--- config.mk ---
export PLATFORM = sky130hd
export DESIGN_NAME = amrc_top
export DESIGN_NICKNAME = d
export VERILOG_FILES = /design/src/shared/amrc_pkg.sv /design/src/logic/amrc_code_fmt.sv /design/src/logic/amrc_setup_dec.sv /design/src/logic/amrc_top.sv
export VERILOG_INCLUDE_DIRS = /design/src /design/src/shared
export SDC_FILE = /design/constraint.sdc
export NUM_CORES = 1
export LEC_CHECK = 0
export ABC_AREA = 1
export BUFFER_PORTS_ARGS = -buffer_cell sky130_fd_sc_hd__clkbuf_2
export CAP_MARGIN = 10
export CORE_MARGIN = 2
export CORE_UTILIZATION = 33
export CTS_CLUSTER_DIAMETER = 150
export DETAILED_ROUTE_END_ITERATION = 10
export GPL_ROUTABILITY_DRIVEN = 0
export PLACE_DENSITY = 0.58
export SETUP_SLACK_MARGIN = 0.1
export SYNTH_ARGS = -nofsm -noshare
export SYNTH_HDL_FRONTEND = slang
export SYNTH_SLANG_ARGS = --single-unit
--- constraint.sdc ---
create_clock -name core_clk_i -period 3.5 [get_ports core_clk_i]
set_clock_uncertainty 0.05 [all_clocks]
set_input_delay 0.7 -clock core_clk_i [delete_from_list [all_inputs] [get_ports core_clk_i]]
set_output_delay 0.7 -clock core_clk_i [all_outputs]
set_load 0.05 [all_outputs]
--- src/shared/amrc_consts.svh ---
// Constants for the converter mode, range and code-format block
// Functional notes
// - Fast low and low-power high selects low-power mode, at most 670 kSPS.
// - Low-power mode powers conversion circuits down after each conversion.
// - Results coded straight binary or twos complement, by pin or register.
// - Register control of coding makes the format pin ignored.
// - 14-bit codes; twos complement is straight binary with top bit inverted.
// - Over- or under-range input saturates to the largest or smallest code.
// - Two pins pick bipolar and ten-volt span, giving four input ranges.
// - Register control of range makes both range pins ignored.
// - Both mode selectors equal gives normal mode up to 800 kSPS.
// - Fast high, low-power low gives fastest mode, 1 MSPS; gap over 1 ms flags.
// - When approximation completes, code is produced and busy goes low.
`ifndef AMRC_CONSTS_SVH
`define AMRC_CONSTS_SVH

// ----------------------------------------
// Register offsets and fields
// ----------------------------------------
`define AMRC_ADDR_CFG 4'h0
`define AMRC_ADDR_STAT 4'h1
`define AMRC_ADDR_CODE 4'h2
`define AMRC_CFG_RESET 16'h0000
`define AMRC_CFG_SW_BIT 0
`define AMRC_CFG_FMT_BIT 1
`define AMRC_CFG_BIP_BIT 2
`define AMRC_CFG_TEN_BIT 3
`define AMRC_CFG_FAST_BIT 4
`define AMRC_CFG_LOWP_BIT 5

// ----------------------------------------
// Codes and timing
// ----------------------------------------
`define AMRC_CODE_W 14
`define AMRC_MID_CODE 14'h2000
`define AMRC_MAX_SB 14'h3fff
`define AMRC_MIN_SB 14'h0000
`define AMRC_CLK_MHZ 50
`define AMRC_FAST_KSPS 1000
`define AMRC_NORM_KSPS 800
`define AMRC_LOWP_KSPS 670
`define AMRC_GAP_MS 1
// Least cycles per conversion: rounds up
`define AMRC_CYC(k) ((`AMRC_CLK_MHZ * 1000 + (k) - 1) / (k))
`define AMRC_GAP_CYC (`AMRC_GAP_MS * `AMRC_CLK_MHZ * 1000)
`define AMRC_SAR_CYC 40

`endif

--- src/shared/amrc_pkg.sv ---
// Types for the converter mode, range and code-format block
package amrc_pkg;
   typedef enum logic [1:0] {
      AMRC_MODE_NORMAL,
      AMRC_MODE_FAST,
      AMRC_MODE_LOWP
   } amrc_mode_t;

   typedef struct packed {
      logic bipolar;
      logic wide_span;
   } amrc_range_t;

   typedef struct packed {
      logic twos_comp;
      amrc_range_t range;
      amrc_mode_t mode;
   } amrc_setup_t;

   typedef struct packed {
      logic over;
      logic under;
      logic [13:0] raw;
   } amrc_sample_t;
endpackage

--- src/logic/amrc_code_fmt.sv ---
// Result coding with saturation
`timescale 1ns/1ns
`include "amrc_consts.svh"
module amrc_code_fmt #(
   parameter int CODE_W = `AMRC_CODE_W
) (
   input amrc_pkg::amrc_sample_t sample_i,
   input wire logic twos_comp_i,
   output logic [CODE_W-1:0] code_o
);
   logic [CODE_W-1:0] sb;
   always_comb begin
      // Clamp rather than wrap
      if (sample_i.over) begin
         sb = `AMRC_MAX_SB;
      end else if (sample_i.under) begin
         sb = `AMRC_MIN_SB;
      end else begin
         sb = sample_i.raw;
      end
      code_o = sb;
      if (twos_comp_i) begin
         code_o[CODE_W-1] = ~sb[CODE_W-1];
      end
   end
endmodule // amrc_code_fmt

--- src/logic/amrc_setup_dec.sv ---
// Decoder of mode, range and coding from pins or configuration
`timescale 1ns/1ns
`include "amrc_consts.svh"
module amrc_setup_dec (
   input wire logic sw_ctrl_i,
   input wire logic [15:0] cfg_i,
   input wire logic fast_sel_i,
   input wire logic lowp_sel_i,
   input wire logic code_format_select_i,
   input wire logic bipolar_select_i,
   input wire logic wide_span_select_i,
   output amrc_pkg::amrc_setup_t setup_o
);
   function automatic amrc_pkg::amrc_mode_t mode_of(input logic f,
                                                    input logic l);
      if (f && !l) begin
         mode_of = amrc_pkg::AMRC_MODE_FAST;
      end else if (!f && l) begin
         mode_of = amrc_pkg::AMRC_MODE_LOWP;
      end else begin
         mode_of = amrc_pkg::AMRC_MODE_NORMAL;
      end
   endfunction

   always_comb begin
      if (sw_ctrl_i) begin
         // Pins are don't-care here
         setup_o.twos_comp = ~cfg_i[`AMRC_CFG_FMT_BIT];
         setup_o.range.bipolar = cfg_i[`AMRC_CFG_BIP_BIT];
         setup_o.range.wide_span = cfg_i[`AMRC_CFG_TEN_BIT];
         setup_o.mode = mode_of(cfg_i[`AMRC_CFG_FAST_BIT],
                                cfg_i[`AMRC_CFG_LOWP_BIT]);
      end else begin
         // Format pin high means straight binary
         setup_o.twos_comp = ~code_format_select_i;
         setup_o.range.bipolar = bipolar_select_i;
         setup_o.range.wide_span = wide_span_select_i;
         setup_o.mode = mode_of(fast_sel_i, lowp_sel_i);
      end
   end
endmodule // amrc_setup_dec

--- src/logic/amrc_top.sv ---
// Mode, range and output-code control of the converter core
//
// The register addresses and the strobed register port were chosen for this implementation.
`timescale 1ns/1ns
`include "amrc_consts.svh"
module amrc_top #(
   parameter int GAP_CYC = `AMRC_GAP_CYC,
   parameter int SAR_CYC = `AMRC_SAR_CYC
) (
   input wire logic core_clk_i,
   input wire logic rst_i,
   input wire logic [3:0] addr_i,
   input wire logic [15:0] wdata_i,
   input wire logic wr_i,
   input wire logic rd_i,
   output logic [15:0] rdata_o,
   input wire logic conversion_start_n_i,
   input wire logic fast_sel_i,
   input wire logic lowp_sel_i,
   input wire logic code_format_select_i,
   input wire logic bipolar_select_i,
   input wire logic wide_span_select_i,
   input amrc_pkg::amrc_sample_t sample_i,
   output logic busy_o,
   output logic [13:0] code_o,
   output logic conv_power_o,
   output logic result_suspect_o,
   output amrc_pkg::amrc_setup_t setup_o
);
   typedef enum logic [1:0] {ST_IDLE, ST_CONV, ST_REST} amrc_state_t;

   // ----------------------------------------
   // Register file
   // ----------------------------------------
   logic [15:0] cfg, next_cfg;
   logic [15:0] rdata, next_rdata;
   amrc_pkg::amrc_setup_t setup_now;

   amrc_setup_dec u_dec (
      .sw_ctrl_i(cfg[`AMRC_CFG_SW_BIT]),
      .cfg_i(cfg),
      .fast_sel_i(fast_sel_i),
      .lowp_sel_i(lowp_sel_i),
      .code_format_select_i(code_format_select_i),
      .bipolar_select_i(bipolar_select_i),
      .wide_span_select_i(wide_span_select_i),
      .setup_o(setup_now)
   );

   // ----------------------------------------
   // Conversion sequencer
   // ----------------------------------------
   amrc_state_t state, next_state;
   logic [15:0] cnt, next_cnt;
   logic [31:0] gap, next_gap;
   logic prev_start, next_prev_start;
   logic busy, next_busy;
   logic power, next_power;
   logic suspect, next_suspect;
   logic [13:0] code, next_code;
   amrc_pkg::amrc_setup_t setup_q, next_setup;
   logic [13:0] fmt_code;
   logic [15:0] period;

   amrc_code_fmt #(.CODE_W(14)) u_fmt (
      .sample_i(sample_i),
      .twos_comp_i(setup_q.twos_comp),
      .code_o(fmt_code)
   );

   // Least spacing between starts per mode
   always_comb begin
      case (setup_q.mode)
         amrc_pkg::AMRC_MODE_FAST: period = 16'(`AMRC_CYC(`AMRC_FAST_KSPS));
         amrc_pkg::AMRC_MODE_LOWP: period = 16'(`AMRC_CYC(`AMRC_LOWP_KSPS));
         default: period = 16'(`AMRC_CYC(`AMRC_NORM_KSPS));
      endcase
   end

   always_comb begin
      next_prev_start = conversion_start_n_i;
      next_state = state;
      next_cnt = cnt;
      next_busy = busy;
      next_power = power;
      next_code = code;
      next_suspect = suspect;
      next_setup = setup_q;
      next_gap = (gap < 32'(GAP_CYC)) ? gap + 32'h1 : gap;
      case (state)
         ST_IDLE: begin
            if (prev_start && !conversion_start_n_i) begin
               // Setup latched at start; pin changes affect next sample
               next_setup = setup_now;
               next_state = ST_CONV;
               next_cnt = 16'h0;
               next_busy = 1'b1;
               next_power = 1'b1;
               // Long idle in fast mode leaves first result offset
               next_suspect = (setup_now.mode == amrc_pkg::AMRC_MODE_FAST)
                  && (gap >= 32'(GAP_CYC));
               next_gap = 32'h0;
            end
         end
         ST_CONV: begin
            next_cnt = cnt + 16'h1;
            if (cnt == 16'(SAR_CYC - 1)) begin
               next_code = fmt_code;
               next_busy = 1'b0;
               if (setup_q.mode == amrc_pkg::AMRC_MODE_LOWP) begin
                  next_power = 1'b0;
               end
               next_state = ST_REST;
            end
         end
         ST_REST: begin
            // Starts too early are ignored, capping throughput
            next_cnt = cnt + 16'h1;
            if (cnt >= period - 16'h1) begin
               next_state = ST_IDLE;
            end
         end
         default: next_state = ST_IDLE;
      endcase
   end

   always_comb begin
      next_cfg = cfg;
      next_rdata = 16'h0;
      if (wr_i && addr_i == `AMRC_ADDR_CFG) begin
         next_cfg = {10'h0, wdata_i[5:0]};
      end
      if (rd_i) begin
         case (addr_i)
            `AMRC_ADDR_CFG: next_rdata = cfg;
            `AMRC_ADDR_STAT: next_rdata = {8'h0, suspect, power, busy,
               setup_q.twos_comp, setup_q.range, setup_q.mode};
            `AMRC_ADDR_CODE: next_rdata = {2'h0, code};
            default: next_rdata = 16'h0;
         endcase
      end
   end

   always_ff @(posedge core_clk_i or posedge rst_i) begin
      if (rst_i) begin
         state <= ST_IDLE;
         cnt <= 16'h0;
         gap <= 32'h0;
         prev_start <= 1'b1;
         busy <= 1'b0;
         power <= 1'b1;
         suspect <= 1'b0;
         code <= 14'h0;
         setup_q <= '0;
         cfg <= `AMRC_CFG_RESET;
         rdata <= 16'h0;
      end else begin
         state <= next_state;
         cnt <= next_cnt;
         gap <= next_gap;
         prev_start <= next_prev_start;
         busy <= next_busy;
         power <= next_power;
         suspect <= next_suspect;
         code <= next_code;
         setup_q <= next_setup;
         cfg <= next_cfg;
         rdata <= next_rdata;
      end
   end

   assign rdata_o = rdata;
   assign busy_o = busy;
   assign code_o = code;
   assign conv_power_o = power;
   assign result_suspect_o = suspect;
   assign setup_o = setup_q;
endmodule // amrc_top

# == Yosys cells after proc, flatten, opt, wreduce, memory -nomap -nowiden ==
# Cells that the tools add are included.
# totals
elab_cells,84
output_inout_bits,38
input_bits,46
reg_bits,95
# op_classes
n_mux,26
n_bitwise,3
order_cmp,3
n_addsub,3
n_reduce_logical,23
n_eq_ne,12
# ops
cell,count
32-bit 2-to-1 mux,3
14-bit 2-to-1 mux,3
14-bit one-hot mux with 3 select lines,1
"32-bit by 1-bit adder with 32-bit output, second input constant",1
"32-bit by 16-bit greater-or-equal comparator with 1-bit output, second input constant",1
"32-bit by 16-bit less-than comparator with 1-bit output, second input constant",1
16-bit one-hot mux with 2 select lines,1
"16-bit by 1-bit adder with 16-bit output, second input constant",1
"16-bit by 6-bit == test with 1-bit output, second input constant",1
16-bit greater-or-equal comparator,1
16-bit 2-to-1 mux,1
"16-bit by 1-bit subtractor with 16-bit output, second input constant",1
2-bit 2-to-1 mux,7
7-bit one-hot mux with 2 select lines,1
"2-bit != test, second input constant",4
1-bit logical AND,7
"2-bit by 1-bit == test with 1-bit output, second input constant",3
2-bit one-hot mux with 3 select lines,1
2-bit AND reduction,3
3-bit AND reduction,2
1-bit zero test,5
1-bit 2-to-1 mux,5
5-bit 2-to-1 mux,1
"2-bit == test, second input constant",2
9 further kinds,13

# == Longest topological paths before layout ==
# logic_depth
depth_word,7
depth_mapped,13
ltp_nobuf,13

# == By module ==
# From an unflattened synthesis, not the netlist that was laid out.
# hier_totals
cells_unflattened,650
hier_area_um2,5057.4
# modules_own_cells
mod,seq_area_each_um2,area_per_inst_um2,cells_per_inst,n_inst
amrc_top,2329.7,4824.6,593,1
amrc_code_fmt,0.0,147.6,36,1
amrc_setup_dec,0.0,85.1,21,1

# == Worst setup path after synthesis ==
# OpenSTA, ideal clock, no wires.
# synth_path
kind,register to register
from,reg setup_q (netlist bit setup_o[0])
to,reg state[1]
arrival_time_ns,1.873
path_buffers,0
period_less_slack_ns,2.040
stages_incl_launch_ff,14
slack_ns,1.460
setup_ns,0.117
required_ns,3.333
cell_sequence,dfrtp_1 inv_1 ha_1 inv_1 ha_1 inv_1 nor2_1 nand2_1 nand2_1 nand2_1 nand2_1 nand2_1 nand2_1 nand2_1
# synth_between
elab_chain_len,6
word_cells_on_any_way,7
classes_between,add/sub: 1; order compare: 1; eq/ne: 3; mux: 1; reduce/logical: 1
# synth_rtl
item,line,text
from (decl),amrc_top.sv:61,"amrc_pkg::amrc_setup_t setup_q, next_setup;"
from (signal assigned),amrc_top.sv:166,setup_q <= next_setup;
2-bit == test or 2-bit by 1-bit == test with 1-bit output (tied branches),amrc_top.sv:73,case (setup_q.mode)
7-bit one-hot mux with 2 select lines (*),amrc_top.sv:73,
16-bit by 1-bit subtractor with 16-bit output (*),amrc_top.sv:119,if (cnt >= period - 16'h1) begin
16-bit greater-or-equal comparator (*),amrc_top.sv:119,
2-bit != test (no line) (*),n/a,
3-bit AND reduction (no line) (*),n/a,
to (signal assigned),amrc_top.sv:158,state <= next_state;
to (decl),amrc_top.sv:53,"amrc_state_t state, next_state;"
# Every way passes the cells marked *; elsewhere a longest branch is shown, timed or not.
# A chain may end at the register's enable or synchronous reset.

# == Final worst setup path ==
# layout_path
from,reg setup_q (netlist bit setup_o[0])
to,reg state[0]
# Same word-level chain as after synthesis.

==> results.md <==
- Setup violators final: 0
- Setup CP Type: register to register
- Setup TNS: 0 ps
- Worst Path Required: ~3700 ps
- Sequential-to-total area share from yosys stat: 47.9%
- Clock period minus worst slack: between 1500 and 2000 ps
- Post-Syn Instances: between 600 and 700
- Crit. End Element: register
- RSZ-0062 raised after global routing: no
- Initial antenna violation count: 0
- Fmax: 500 MHz
- Vias in the first global route: 3,789
- Most common cell after layout, fill and taps aside: nand2_1
- Port Buffers: 71
- Library cells used by synthesis: 46
- Fraction of registers with async set or reset after synthesis: 100%
- Hold slack: roughly 400 ps
- ANT nets after route: 0
- Worst Tran Pin Value: about 530 ps
- Post-CTS setup buffer count: 0
- Max Slew Vio Count: 0
- Initial DRC count: approximately 190
- GRT overflow: 0
- Top_reg_cell synth: dfrtp_1
- Max clock buf depth: 2
- Clk sink count: 93
- Core Area: 14,500 um2
- Num CTS Buffers: 9
- Fillers: between 1,500 and 2,000
- Pwr Density: 596 nW/um2
- Routed vias: 3,965
- Post-synthesis cell area: just under 5000 um2
- Htree depth: 3
- Post-route cell area: around 5700 um2
- Clk slew on worst S/H paths: approximately 60 ps
- Die Y: 125 um
- Max_slew headroom: 64.4%
- Pre-antenna DRT Iters: 4
- Clock root buffer: clkbuf_16
- Final critical-path share of the clock period: 57.1%
- Ant diodes: 0
- Crit start category: register
- FP Rows: 44
- DR DRC count: 0
- DP HPWL: 7690 um
- Largest net degree at the start of global routing: 94
- Maximum VDD drop: ~0.36 mV
- Status: completed
- Final Hold Viols: 0
- Highest-count cells in the layout ignoring fill and taps: nand2_1 (162), inv_1 (113), dfrtp_1 (91)
- Syn Area/Cell: a little under 8 um2
- Vias per cell: 4.48
- Number of flops mapped to enable cells by yosys: 0
- YS warnings: 0
- Worst EP arrival: 2180 ps
- Synth-to-layout area growth: 16.5%
- Layout cells sized above 1: 16.7%
- Nets: 755
- Starting density of the core: 33.6%
- Total Wirelength: 10,700 um
- CTS tree: done
- Die width: 125 um
- Placed Area: 5380 um2
- Clk_lat worst skew: 340 ps
- Worst hold-check path type: input port to async pin
- #FFs+latches synth: 93
- Area of the die: roughly 16,000 um2
- Wire per inst: 12.1 um
- First-pass GRT wire length: between 15,000 and 20,000 um
- Tot Pwr: 3380 uW
- CTS hold repair buffers: 0
- IO Pins: 84
- Crit-path max FO: 4
- Max Cap Viol: 0
- Leakage power: between 0.003 and 0.004 uW
- GRT Total Usage: 14.5%
- Post-cts sizing count: 0
==> final timing paths <==
path | startpoint | end | slack [ps] | cells after the start
max in group asynchronous | rst_i | conv_power_o | 2590 | 3
setup reg to reg | setup_o[0] | state[0] | 1500 | 13
setup / recovery | setup_o[0] | state[0] | 1500 | 13
hold / removal | rst_i | setup_o[2] | 400 | 3
min in group core_clk_i | gap[29] | gap[29] | 420 | 2
hold reg to reg | gap[29] | gap[29] | 420 | 2
==> per-stage QoR <==
stage          util, %  instances  setup slack [ps]
6_report          39.1        885              1500
5_1_grt           39.1        885              1230
4_1_cts           39.1        885              1480
3_5_place_dp      37.2        869              1450
3_3_place_gp      37.2        869              1470
2_1_floorplan        -        626               333
==> layout make-up <==
type / count / area (um2) / area share [%]
Sequential cell: 93 / 2330 / 41.1
Clock buffer: 14 / 254 / 4.48
Clock inverter: 2 / 35.0 / 0.618
Tap cell: 184 / 230 / 4.06
Inverter: 115 / 434 / 7.66
Timing Repair Buffer: 73 / 383 / 6.75
Multi-Input combinational cell: 404 / 2000 / 35.3
==> layer usage <==
layer / wire (um) / part of all wire [%] / GRT usage [%] / up-vias
met2: 4910 / 46 / 23.0 / 63
met5: 0 / 0 / 0 / -
li1: - / - / - / 2071
met3: 452 / 4.2 / 3.25 / 9
met1: 5260 / 49 / 19.9 / 1822
met4: 124 / 1.2 / 4.31 / 0
==> cell usage after synthesis, types with 2 or more instances <==
master	n	area, um2
dfrtp_1	91	2280
nand3b_1	2	15.0
nand3_1	26	130
nor2_1	70	263
nor3_1	6	30.0
a21oi_1	25	125
nor2_4	3	33.8
clkbuf_1	2	7.51
nor2_2	6	37.5
buf_4	6	45.0
buf_1	2	7.51
nand2_1	162	608
ha_1	13	163
inv_1	114	428
o21ai_2	6	52.6
a31oi_1	3	18.8
o22ai_1	3	18.8
o21ai_0	46	230
dfstp_2	2	52.6
nand2_2	5	31.3
o211ai_1	2	15.0
nand4_1	4	25.0
o221ai_1	3	26.3
==> registers in the layout, summed over array words and instances, names as in the netlist <==
name              cells
rdata_o              14
prev_start            1
busy_o                1
cfg                   6
setup_o               5
cnt                  16
state                 2
result_suspect_o      1
conv_power_o          1
gap                  32
code_o               14
==> cell families after synthesis <==
group                    count (synthesis)  share of synthesized area (%)
AO/OA/AOI/OAI                           94                           11.1
XOR/XNOR                                 2                          0.360
adder cells (fa/ha/maj)                 13                           3.34
buffers and inverters                  129                           11.0
flip-flops                              93                           47.9
multiplexers                             1                          0.231
other                                    1                         0.0771
AND/OR/NAND/NOR                        292                           26.0
==> report_power, final <==
part           switching (uW)  internal, uW
clock                     394           574
sequential                157          1230
combinational             712           309
==> worst max-delay path: stages, from the launching register on <==
cell	delay, ps
dfrtp_1	430
inv_1	140
ha_1	250
inv_1	60
ha_1	260
inv_1	30
nor2_1	130
o211ai_1	110
nor2_1	100
nand2_1	70
nand2_1	90
nand2_1	70
nand2_1	60
nand2_1	40
Note: power is estimated with default switching activity, not from simulation.
